**src/shared/rep_params.svh**
```systemverilog
/*
  Constants of the (1,7) encoder/decoder pin data path: register offsets,
  config width, reset value, phase and bit-count limits and the zero code word.
  Assumes inclusion by bare name from the package and from the design.
*/
// What this block does
// - Coded write data leaves serially on the code output, MSB first.
// - A setting picks single-ended TTL or differential ECL code output.
// - In TTL form a setting inverts the code output.
// - In TTL form a setting floats the code output.
// - A setting bypasses precompensation; early and late then stay low.
// - A setting bypasses the encoder; the test pattern goes straight out.
// - The complementary output is the inverse, active only in ECL form.
// - In TTL form the complementary output is always floating.
// - Early flag is high when the current transition needs early shift.
// - Late flag is high when the current transition needs late shift.
// - The read/reference clock runs out continuously in every mode.
// - External mode samples both NRZ bits on the write clock rise.
// - Reads drive decoded NRZ data, captured on reference clock rise.
// - NRZ is two bidirectional bits, pin zero LSB, pin one MSB.
// - Three code bits per two-bit symbol; reference clock is code/3.
// - Read gate low inhibits reading and resets the decoder.
// - Write gate low inhibits writing and resets the encoder.
// - Read data sampled on code clock fall; writes shift on its rise.
// - Erase in write mode holds the code output at its inactive level.
`ifndef REP_PARAMS_SVH
`define REP_PARAMS_SVH
`define REP_ADDR_W      4
`define REP_OFS_CFG     4'h0
`define REP_OFS_STAT    4'h4
`define REP_CFG_W       6
`define REP_CFG_RST     6'h00
`define REP_PH_LAST     3'h5
`define REP_PH_FALL     3'h2
`define REP_BIT_LAST    2'h2
`define REP_WORD_ZERO   3'h0
`endif

```
**src/shared/rep_pkg.sv**
```systemverilog
/*
  Types of the (1,7) encoder/decoder pin data path.
  Assumes rep_params.svh on the include path.
*/
`include "rep_params.svh"
package rep_pkg;
  // Configuration word as software writes it, bit 5 first.
  typedef struct packed {
    logic ext_wclk;
    logic enc_bypass;
    logic pc_bypass;
    logic float_out;
    logic invert;
    logic ecl;
  } rep_cfg_t;
  // Operating mode, one-hot.
  typedef enum logic [2:0] {
    REP_IDLE  = 3'b001,
    REP_READ  = 3'b010,
    REP_WRITE = 3'b100
  } rep_mode_t;
endpackage

```
**src/rtl/rep_datapath.sv**
```systemverilog
/*
  Pin-level data path of a 2/3 (1,7) run-length-limited encoder/decoder.
  Assumes pin inputs are asynchronous to ref_clk_i and that the code
  clock is well below a quarter of ref_clk_i so its edges can be found.
*/
// Our own choices: the register addresses and the address-and-strobe port.
`timescale 1ns/1ps
`default_nettype none
`include "rep_params.svh"
module rep_datapath
  import rep_pkg::*;
(
  input  wire logic                  ref_clk_i,
  input  wire logic                  rst_i,
  input  wire logic [`REP_ADDR_W-1:0] reg_addr_i,
  input  wire logic [31:0]           reg_wdata_i,
  input  wire logic                  reg_wr_i,
  input  wire logic                  reg_rd_i,
  output logic      [31:0]           reg_rdata_o,
  input  wire logic                  sync_code_clock_i,
  input  wire logic                  sync_code_data_i,
  input  wire logic                  read_gate_i,
  input  wire logic                  write_gate_i,
  input  wire logic                  ext_write_clock_i,
  input  wire logic                  erase_i,
  input  wire logic                  nrz_lsb_in_i,
  input  wire logic                  nrz_msb_in_i,
  output logic                       nrz_lsb_out_o,
  output logic                       nrz_msb_out_o,
  output logic                       nrz_lsb_oe_o,
  output logic                       nrz_msb_oe_o,
  output logic                       read_reference_clock_o,
  output logic                       code_o,
  output logic                       code_oe_o,
  output logic                       code_n_o,
  output logic                       code_n_oe_o,
  output logic                       early_o,
  output logic                       late_o
);
  // ------------------------------------------------------------------
  // Code tables
  // ------------------------------------------------------------------
  // Basic 2-to-3 code word of a symbol.
  function automatic logic [2:0] enc_word(input logic [1:0] s);
    unique case (s)
      2'h0: enc_word = 3'h5;
      2'h1: enc_word = 3'h4;
      2'h2: enc_word = 3'h1;
      2'h3: enc_word = 3'h2;
    endcase
  endfunction
  // Symbol of a basic code word; illegal words read as zero.
  function automatic logic [1:0] dec_word(input logic [2:0] w);
    case (w)
      3'h4:    dec_word = 2'h1;
      3'h1:    dec_word = 2'h2;
      3'h2:    dec_word = 2'h3;
      default: dec_word = 2'h0;
    endcase
  endfunction

  // ------------------------------------------------------------------
  // Pin synchronisers and edge finding
  // ------------------------------------------------------------------
  logic [7:0] pin_a, pin_b, pin_c;
  wire  [7:0] pin_raw = {nrz_msb_in_i, nrz_lsb_in_i, erase_i,
                         ext_write_clock_i, write_gate_i, read_gate_i,
                         sync_code_data_i, sync_code_clock_i};
  // Two flops per pin, a third only for edge detection.
  always_ff @(posedge ref_clk_i or posedge rst_i) begin
    if (rst_i) begin
      pin_a <= 8'h00;
      pin_b <= 8'h00;
      pin_c <= 8'h00;
    end else begin
      pin_a <= pin_raw;
      pin_b <= pin_a;
      pin_c <= pin_b;
    end
  end
  wire       cc_rise  = pin_b[0] & ~pin_c[0];
  wire       cc_fall  = ~pin_b[0] & pin_c[0];
  wire       half_tk  = cc_rise | cc_fall;
  wire       sdata    = pin_b[1];
  wire       rgate    = pin_b[2];
  wire       wgate    = pin_b[3];
  wire       wclk_up  = pin_b[4] & ~pin_c[4];
  wire       erase_s  = pin_b[5];
  wire [1:0] nrz_s    = pin_b[7:6];

  // ------------------------------------------------------------------
  // Register port
  // ------------------------------------------------------------------
  rep_cfg_t    cfg;
  rep_mode_t   mode;
  logic [31:0] rdata;
  logic [1:0]  sym, nrz_out;
  wire sel_cfg  = reg_addr_i == `REP_OFS_CFG;
  wire sel_stat = reg_addr_i == `REP_OFS_STAT;
  wire [31:0] stat_word = {25'h0, mode, nrz_out, sym};
  wire [31:0] next_rdata = !reg_rd_i ? 32'h0 :
                           sel_cfg   ? {26'h0, cfg} :
                           sel_stat  ? stat_word : 32'h0;
  // Configuration write and read data one cycle after the strobe.
  always_ff @(posedge ref_clk_i or posedge rst_i) begin
    if (rst_i) begin
      cfg   <= `REP_CFG_RST;
      rdata <= 32'h0;
    end else begin
      if (reg_wr_i && sel_cfg) cfg <= reg_wdata_i[`REP_CFG_W-1:0];
      rdata <= next_rdata;
    end
  end
  assign reg_rdata_o = rdata;

  // ------------------------------------------------------------------
  // Mode and reference clock
  // ------------------------------------------------------------------
  // Mode follows the gates; read wins when both are high, so that the
  // decoder owns the NRZ pins then and the two modes never overlap.
  rep_mode_t next_mode;
  assign next_mode = rgate ? REP_READ :
                     wgate ? REP_WRITE :
                     REP_IDLE;
  wire rd_on = mode == REP_READ;
  wire wr_on = mode == REP_WRITE;

  // Six code half-periods make one reference period, in every mode.
  logic [2:0] ph;
  logic       rr;
  wire [2:0] next_ph = (ph == `REP_PH_LAST) ? 3'h0 : ph + 3'h1;
  wire       rr_up   = half_tk && ph == `REP_PH_LAST;
  wire       rr_dn   = half_tk && ph == `REP_PH_FALL;
  always_ff @(posedge ref_clk_i or posedge rst_i) begin
    if (rst_i) begin
      mode <= REP_IDLE;
      ph   <= 3'h0;
      rr   <= 1'b0;
    end else begin
      mode <= next_mode;
      if (half_tk) ph <= next_ph;
      if (rr_up) rr <= 1'b1;
      else if (rr_dn) rr <= 1'b0;
    end
  end
  assign read_reference_clock_o = rr;

  // ------------------------------------------------------------------
  // Decoder
  // ------------------------------------------------------------------
  logic [1:0] dsh, dcnt, dp, dres;
  logic       dpv;
  wire  [2:0] dw      = {dsh, sdata};
  wire        dw_zero = dw == `REP_WORD_ZERO;
  wire        dw_done = rd_on && cc_fall && dcnt == `REP_BIT_LAST;
  // Shift code bits in on the falling edge; the all-zero word undoes
  // the substituted pair.
  always_ff @(posedge ref_clk_i or posedge rst_i) begin
    if (rst_i) begin
      dsh <= 2'h0; dcnt <= 2'h0; dp <= 2'h0; dpv <= 1'b0; dres <= 2'h0;
    end else if (!rd_on) begin
      dsh <= 2'h0; dcnt <= 2'h0; dpv <= 1'b0;
    end else if (cc_fall) begin
      dsh  <= dw[1:0];
      dcnt <= dw_done ? 2'h0 : dcnt + 2'h1;
      if (dw_done) begin
        dpv <= 1'b1;
        dp  <= (dpv && dw_zero) ? {1'b0, dp[0]} : dec_word(dw);
        if (dpv) dres <= dw_zero ? {dp[1], 1'b0} : dp;
      end
    end
  end
  // Read data change at the reference fall, stable for its rise.
  always_ff @(posedge ref_clk_i or posedge rst_i) begin
    if (rst_i) nrz_out <= 2'h0;
    else if (rr_dn) nrz_out <= rd_on ? dres : 2'h0;
  end
  assign nrz_lsb_out_o = nrz_out[0];
  assign nrz_msb_out_o = nrz_out[1];
  assign nrz_lsb_oe_o  = rd_on;
  assign nrz_msb_oe_o  = rd_on;

  // ------------------------------------------------------------------
  // Encoder
  // ------------------------------------------------------------------
  logic [1:0] ep;
  logic       epv, fz;
  logic [2:0] whold, sh;
  logic [1:0] bcnt;
  wire sym_tk = wr_on && (cfg.ext_wclk ? wclk_up : rr_up);
  wire sub    = !fz && !ep[0] && !sym[1];
  wire [2:0] next_word = fz  ? `REP_WORD_ZERO :
                         sub ? enc_word({ep[1], sym[0]}) : enc_word(ep);
  // Capture the symbol, then code the held one with one of lookahead.
  always_ff @(posedge ref_clk_i or posedge rst_i) begin
    if (rst_i) begin
      sym <= 2'h0; ep <= 2'h0; epv <= 1'b0; fz <= 1'b0;
      whold <= `REP_WORD_ZERO;
    end else if (!wr_on) begin
      epv <= 1'b0; fz <= 1'b0; whold <= `REP_WORD_ZERO;
    end else begin
      if (sym_tk) sym <= nrz_s;
      if (cc_rise && bcnt == 2'h0) begin
        ep  <= sym;
        epv <= 1'b1;
        if (epv) whold <= next_word;
        if (epv) fz <= sub;
      end
    end
  end
  wire sbit = cfg.enc_bypass ? nrz_s[0] :
              (bcnt == 2'h0) ? whold[2] : sh[1];
  logic [4:0] win;
  // Serialise MSB first; the window feeds the pattern check.
  always_ff @(posedge ref_clk_i or posedge rst_i) begin
    if (rst_i) begin
      sh <= 3'h0; bcnt <= 2'h0; win <= 5'h00;
    end else if (!wr_on) begin
      sh <= 3'h0; bcnt <= 2'h0; win <= 5'h00;
    end else if (cc_rise) begin
      sh   <= (bcnt == 2'h0) ? whold : {sh[1:0], 1'b0};
      bcnt <= (bcnt == `REP_BIT_LAST) ? 2'h0 : bcnt + 2'h1;
      win  <= {win[3:0], sbit};
    end
  end

  // ------------------------------------------------------------------
  // Precompensation and output stage
  // ------------------------------------------------------------------
  wire pc_on   = !cfg.pc_bypass && !cfg.enc_bypass;
  wire e_need  = pc_on && win[2] && win[0] && !win[4];
  wire l_need  = pc_on && win[2] && win[4] && !win[0];
  wire inv     = cfg.invert && !cfg.ecl;
  wire quiet   = !wr_on || erase_s;
  wire next_co = quiet ? inv : win[2] ^ inv;
  logic co, ce, cn, cne, ea, la;
  always_ff @(posedge ref_clk_i or posedge rst_i) begin
    if (rst_i) begin
      co <= 1'b0; ce <= 1'b0; cn <= 1'b0; cne <= 1'b0;
      ea <= 1'b0; la <= 1'b0;
    end else begin
      co  <= next_co;
      ce  <= cfg.ecl || !cfg.float_out;
      cn  <= ~next_co;
      cne <= cfg.ecl;
      ea  <= e_need && !quiet;
      la  <= l_need && !quiet;
    end
  end
  assign code_o      = co;
  assign code_oe_o   = ce;
  assign code_n_o    = cn;
  assign code_n_oe_o = cne;
  assign early_o     = ea;
  assign late_o      = la;

  logic [1:0] hc;
  always_ff @(posedge ref_clk_i or posedge rst_i) begin
    if (rst_i) hc <= 2'h0;
    else if (rr_up || rr_dn) hc <= 2'h0;
    else if (half_tk) hc <= hc + 2'h1;
  end
endmodule
`default_nettype wire

```
**config.mk**
```make
export PLATFORM = sky130hd
export DESIGN_NAME = rep_datapath
export DESIGN_NICKNAME = d
export VERILOG_FILES = /design/src/shared/rep_pkg.sv /design/src/rtl/rep_datapath.sv
export VERILOG_INCLUDE_DIRS = /design/src /design/src/shared
export SDC_FILE = /design/constraint.sdc
export NUM_CORES = 1
export LEC_CHECK = 0
export BUFFER_PORTS_ARGS = -buffer_cell sky130_fd_sc_hd__buf_2
export CORE_MARGIN = 8
export CORE_UTILIZATION = 30
export DETAILED_ROUTE_END_ITERATION = 8
export PLACE_DENSITY_LB_ADDON = 0.15
export SYNTH_ARGS = -nofsm -noshare
export SYNTH_HDL_FRONTEND = slang
export SYNTH_SLANG_ARGS = --single-unit
export TNS_END_PERCENT = 50
```
**constraint.sdc**
```tcl
create_clock -name ref_clk_i -period 2.8 [get_ports ref_clk_i]
set_clock_uncertainty 0.15 [all_clocks]
set_input_delay 0.42 -clock ref_clk_i [delete_from_list [all_inputs] [get_ports ref_clk_i]]
set_output_delay 0.42 -clock ref_clk_i [all_outputs]
set_load 0.01 [all_outputs]
```
==> metrics <==
clk_lat worst skew=approximately 0.34 ns; routed len/inst=12.8 um; Slew headroom=61.9%; worst setup margin=roughly 0.64 ns; HP Class=primary input to flop; initial antenna violation count=0; full die area=roughly 13000 um^2; Slew Viols, Final=0; DR vias/cell=approximately 4.0; port buffer count=39; DRC viols=0; Final ANT Viol Nets=0; Clock H-tree levels=3; Top Family by Delay on Critical Path=simple AND/OR/NAND/NOR gates; Fillers=976; top cells by area, synth=dfrtp_1 (61%), buf_4 (6.6%), mux2_2 (5.3%); HPWL after DPL=around 3900 um; Post-CTS Resized=0; CP max stage cell=or3b_1; status=finished, final reports clean; Synth cell types=39; post-synthesis sequential area ratio=approximately three fifths; clock root buffer=clkbuf_8; R2R cell count=4; Initial Util=a little under a third; commonest non-fill, non-tap cell in the layout=dfrtp_1; Layout Nets=approximately 330; share of the synthesized area in the top cell type=61.0%; CP Cell Sequence=or3b_1, or3_4, or4b_1, o311ai_1; Die Span Y=about 120 um; final core occ=35.1%; CP bufs+invs=0; Layout area overhead=15.1%; final setup violation count=0; commonest cells after routing, fill and taps aside=dfrtp_1 (72), buf_2 (39), nor2_1 (26); Leak Pwr=1.61 nW; Worst setup SP type=flop; Gate Count Post-Synth=between 200 and 250; minimum clock period=roughly 2.2 ns; via count=~1700; Final Wtd Congestion=between 0.6 and 0.7; largest net degree at the start of global routing=50; first-pass GRT wire length=slightly below 9000 um; CTS tree=yes; CP Capture Type=flop; Max Cap Viol=0; yosys warns=0; Post-Route WL=between 5000 and 6000 um; cts bufs inserted=9; Tcrit/Tclk final=between 70% and 80%; n_diodes=0; CP peak stage delay=around 0.50 ns; syn_area_per_cell=between 10 and 15 um^2; io pins=91; Post-Syn Area=about 3000 um^2; post-route setup TNS=0 ns; FMAX=roughly 0.46 GHz; Worst-path clk slew=0.08 ns; Worst path depth=4; largest area contributor in the netlist=dfrtp_1; PD cells=about 650 nW/um^2; Worst Hold Slack=approximately 0.033 ns; Tot GR Track Use=8.72%; CTS sink count=73; Yosys reg bits=73; Final Hold Viols=0; post-CTS setup buffer count=0; Overflow after GRT=0; Critical Setup Path Class=flop to flop; die width=~120 um; worst-case clock buffer depth=2; vias in the first global route=around 1800; share of cells above drive strength 1=about a quarter; Worst Path Arrival=2.25 ns; Hold Crit Depth=1; worst slack, placed=about 0.6 ns; DRT iter0 DRCs=between 60 and 70; Core Region=9680 um^2; RSZ-0062 raised after global routing=false; Tightest Pin Transition=around 0.57 ns; number of detailed-route iterations in the first pass=4; worst-path fanout max=8; Critical Path RT=slightly below 3 ns; FP Rows=36; worst vdd ir=~0.17 mV
## metrics by stage
stage	cells	instance area [um^2]	total power, W
2_1_floorplan	263	3040	0.00143
3_3_place_gp	405	3210	0.00149
3_5_place_dp	405	3210	0.00150
4_1_cts	422	3400	0.00227
5_1_grt	422	3400	0.00235
6_report	422	3400	0.00222
## flip-flops by register name (all words and copies together), names as in the netlist, 2 cells and up
name	flops
dsh	2
dp	2
pin_c	2
ep	2
sh	2
whold	3
pin_a	8
win	5
dres	2
pin_b	8
bcnt	2
sym	2
reg_rdata_o	7
mode	3
dcnt	2
nrz_out	2
ph	3
cfg	6
## cell usage after synthesis, drive strengths merged
cell type	instances
nor4bb	1
nor3b	3
ha	2
nor3	3
a21oi	10
o311ai	1
mux2	14
nand3	2
dfrtp	72
nor2	26
clkbuf	5
nand2b	8
buf	27
o31ai	1
or4	1
nand3b	4
or4b	2
conb	1
a211oi	1
o31a	1
or3b	1
nand2	14
o211ai	1
a21o	1
nand4bb	1
dfstp	1
xnor2	2
a22o	2
nor2b	2
mux2i	15
o21ai	2
xor2	1
a22oi	1
a2111oi	1
inv	6
or3	3
## final timing paths
path,from,endpoint,slack [ns]
worst max-delay path,mode[2],dp[0],0.64
worst min-delay path,read_gate_i,pin_a[2],0.03
worst max register to register,mode[2],dp[0],0.64
worst min register to register,pin_a[1],pin_b[1],0.19
max in group asynchronous,rst_i,mode[0],1.28
min in group asynchronous,rst_i,dsh[1],0.53
## metal layers
layer | vias up | part of all wire, % | routed length, um | GRT usage (%)
li1 | 844 | - | - | -
met5 | - | 0 | 0 | 0
met1 | 783 | 50 | 2700 | 11.7
met4 | 0 | 2.0 | 108 | 5.52
met2 | 52 | 41 | 2220 | 12.2
met3 | 10 | 6.7 | 359 | 2.36
## worst reg2reg max path, stage by stage, from the launching register on
cell and delay, ns:
dfrtp_1 0.41, or3b_1 0.50, or3_4 0.44, or4b_1 0.47, o311ai_1 0.10
## what timing repair did
| action | 4_1_cts | 5_1_grt |
|---|---|---|
| hold buffers | 1 | 0 |
| endpoints found under the hold margin | 24 | 0 |
| endpoints found under the setup margin | 0 | 0 |
## cell type report
type | instances | area, um^2 | share of cell area (%)
inverter | 6 | 22.5 | 0.663
multi-input combinational | 152 | 966 | 28.4
clock buffer | 11 | 151 | 4.46
clock inverter | 5 | 30.0 | 0.884
sequential | 73 | 1830 | 53.8
tap | 133 | 166 | 4.90
timing repair buffer | 42 | 233 | 6.85
## report_power, final
group          internal, W  switching [W]  total [W]
sequential         0.00115      0.0000744    0.00122
clock             0.000365       0.000377   0.000743
combinational     0.000120       0.000129   0.000249
## kinds of logic (layout without fill, tap and decap cells)
kind of cell | after synthesis | in the layout | synth area share (%)
AO/OA/AOI/OAI | 22 | 22 | 4.79
adder cells (fa/ha/maj) | 2 | 2 | 0.848
other | 1 | 25 | 0.127
XOR/XNOR | 3 | 3 | 0.890
buffers and inverters | 38 | 64 | 8.39
AND/OR/NAND/NOR | 71 | 71 | 12.6
multiplexers | 29 | 29 | 10.4
flip-flops | 73 | 73 | 61.9
Power figures use the tool's default switching activity.
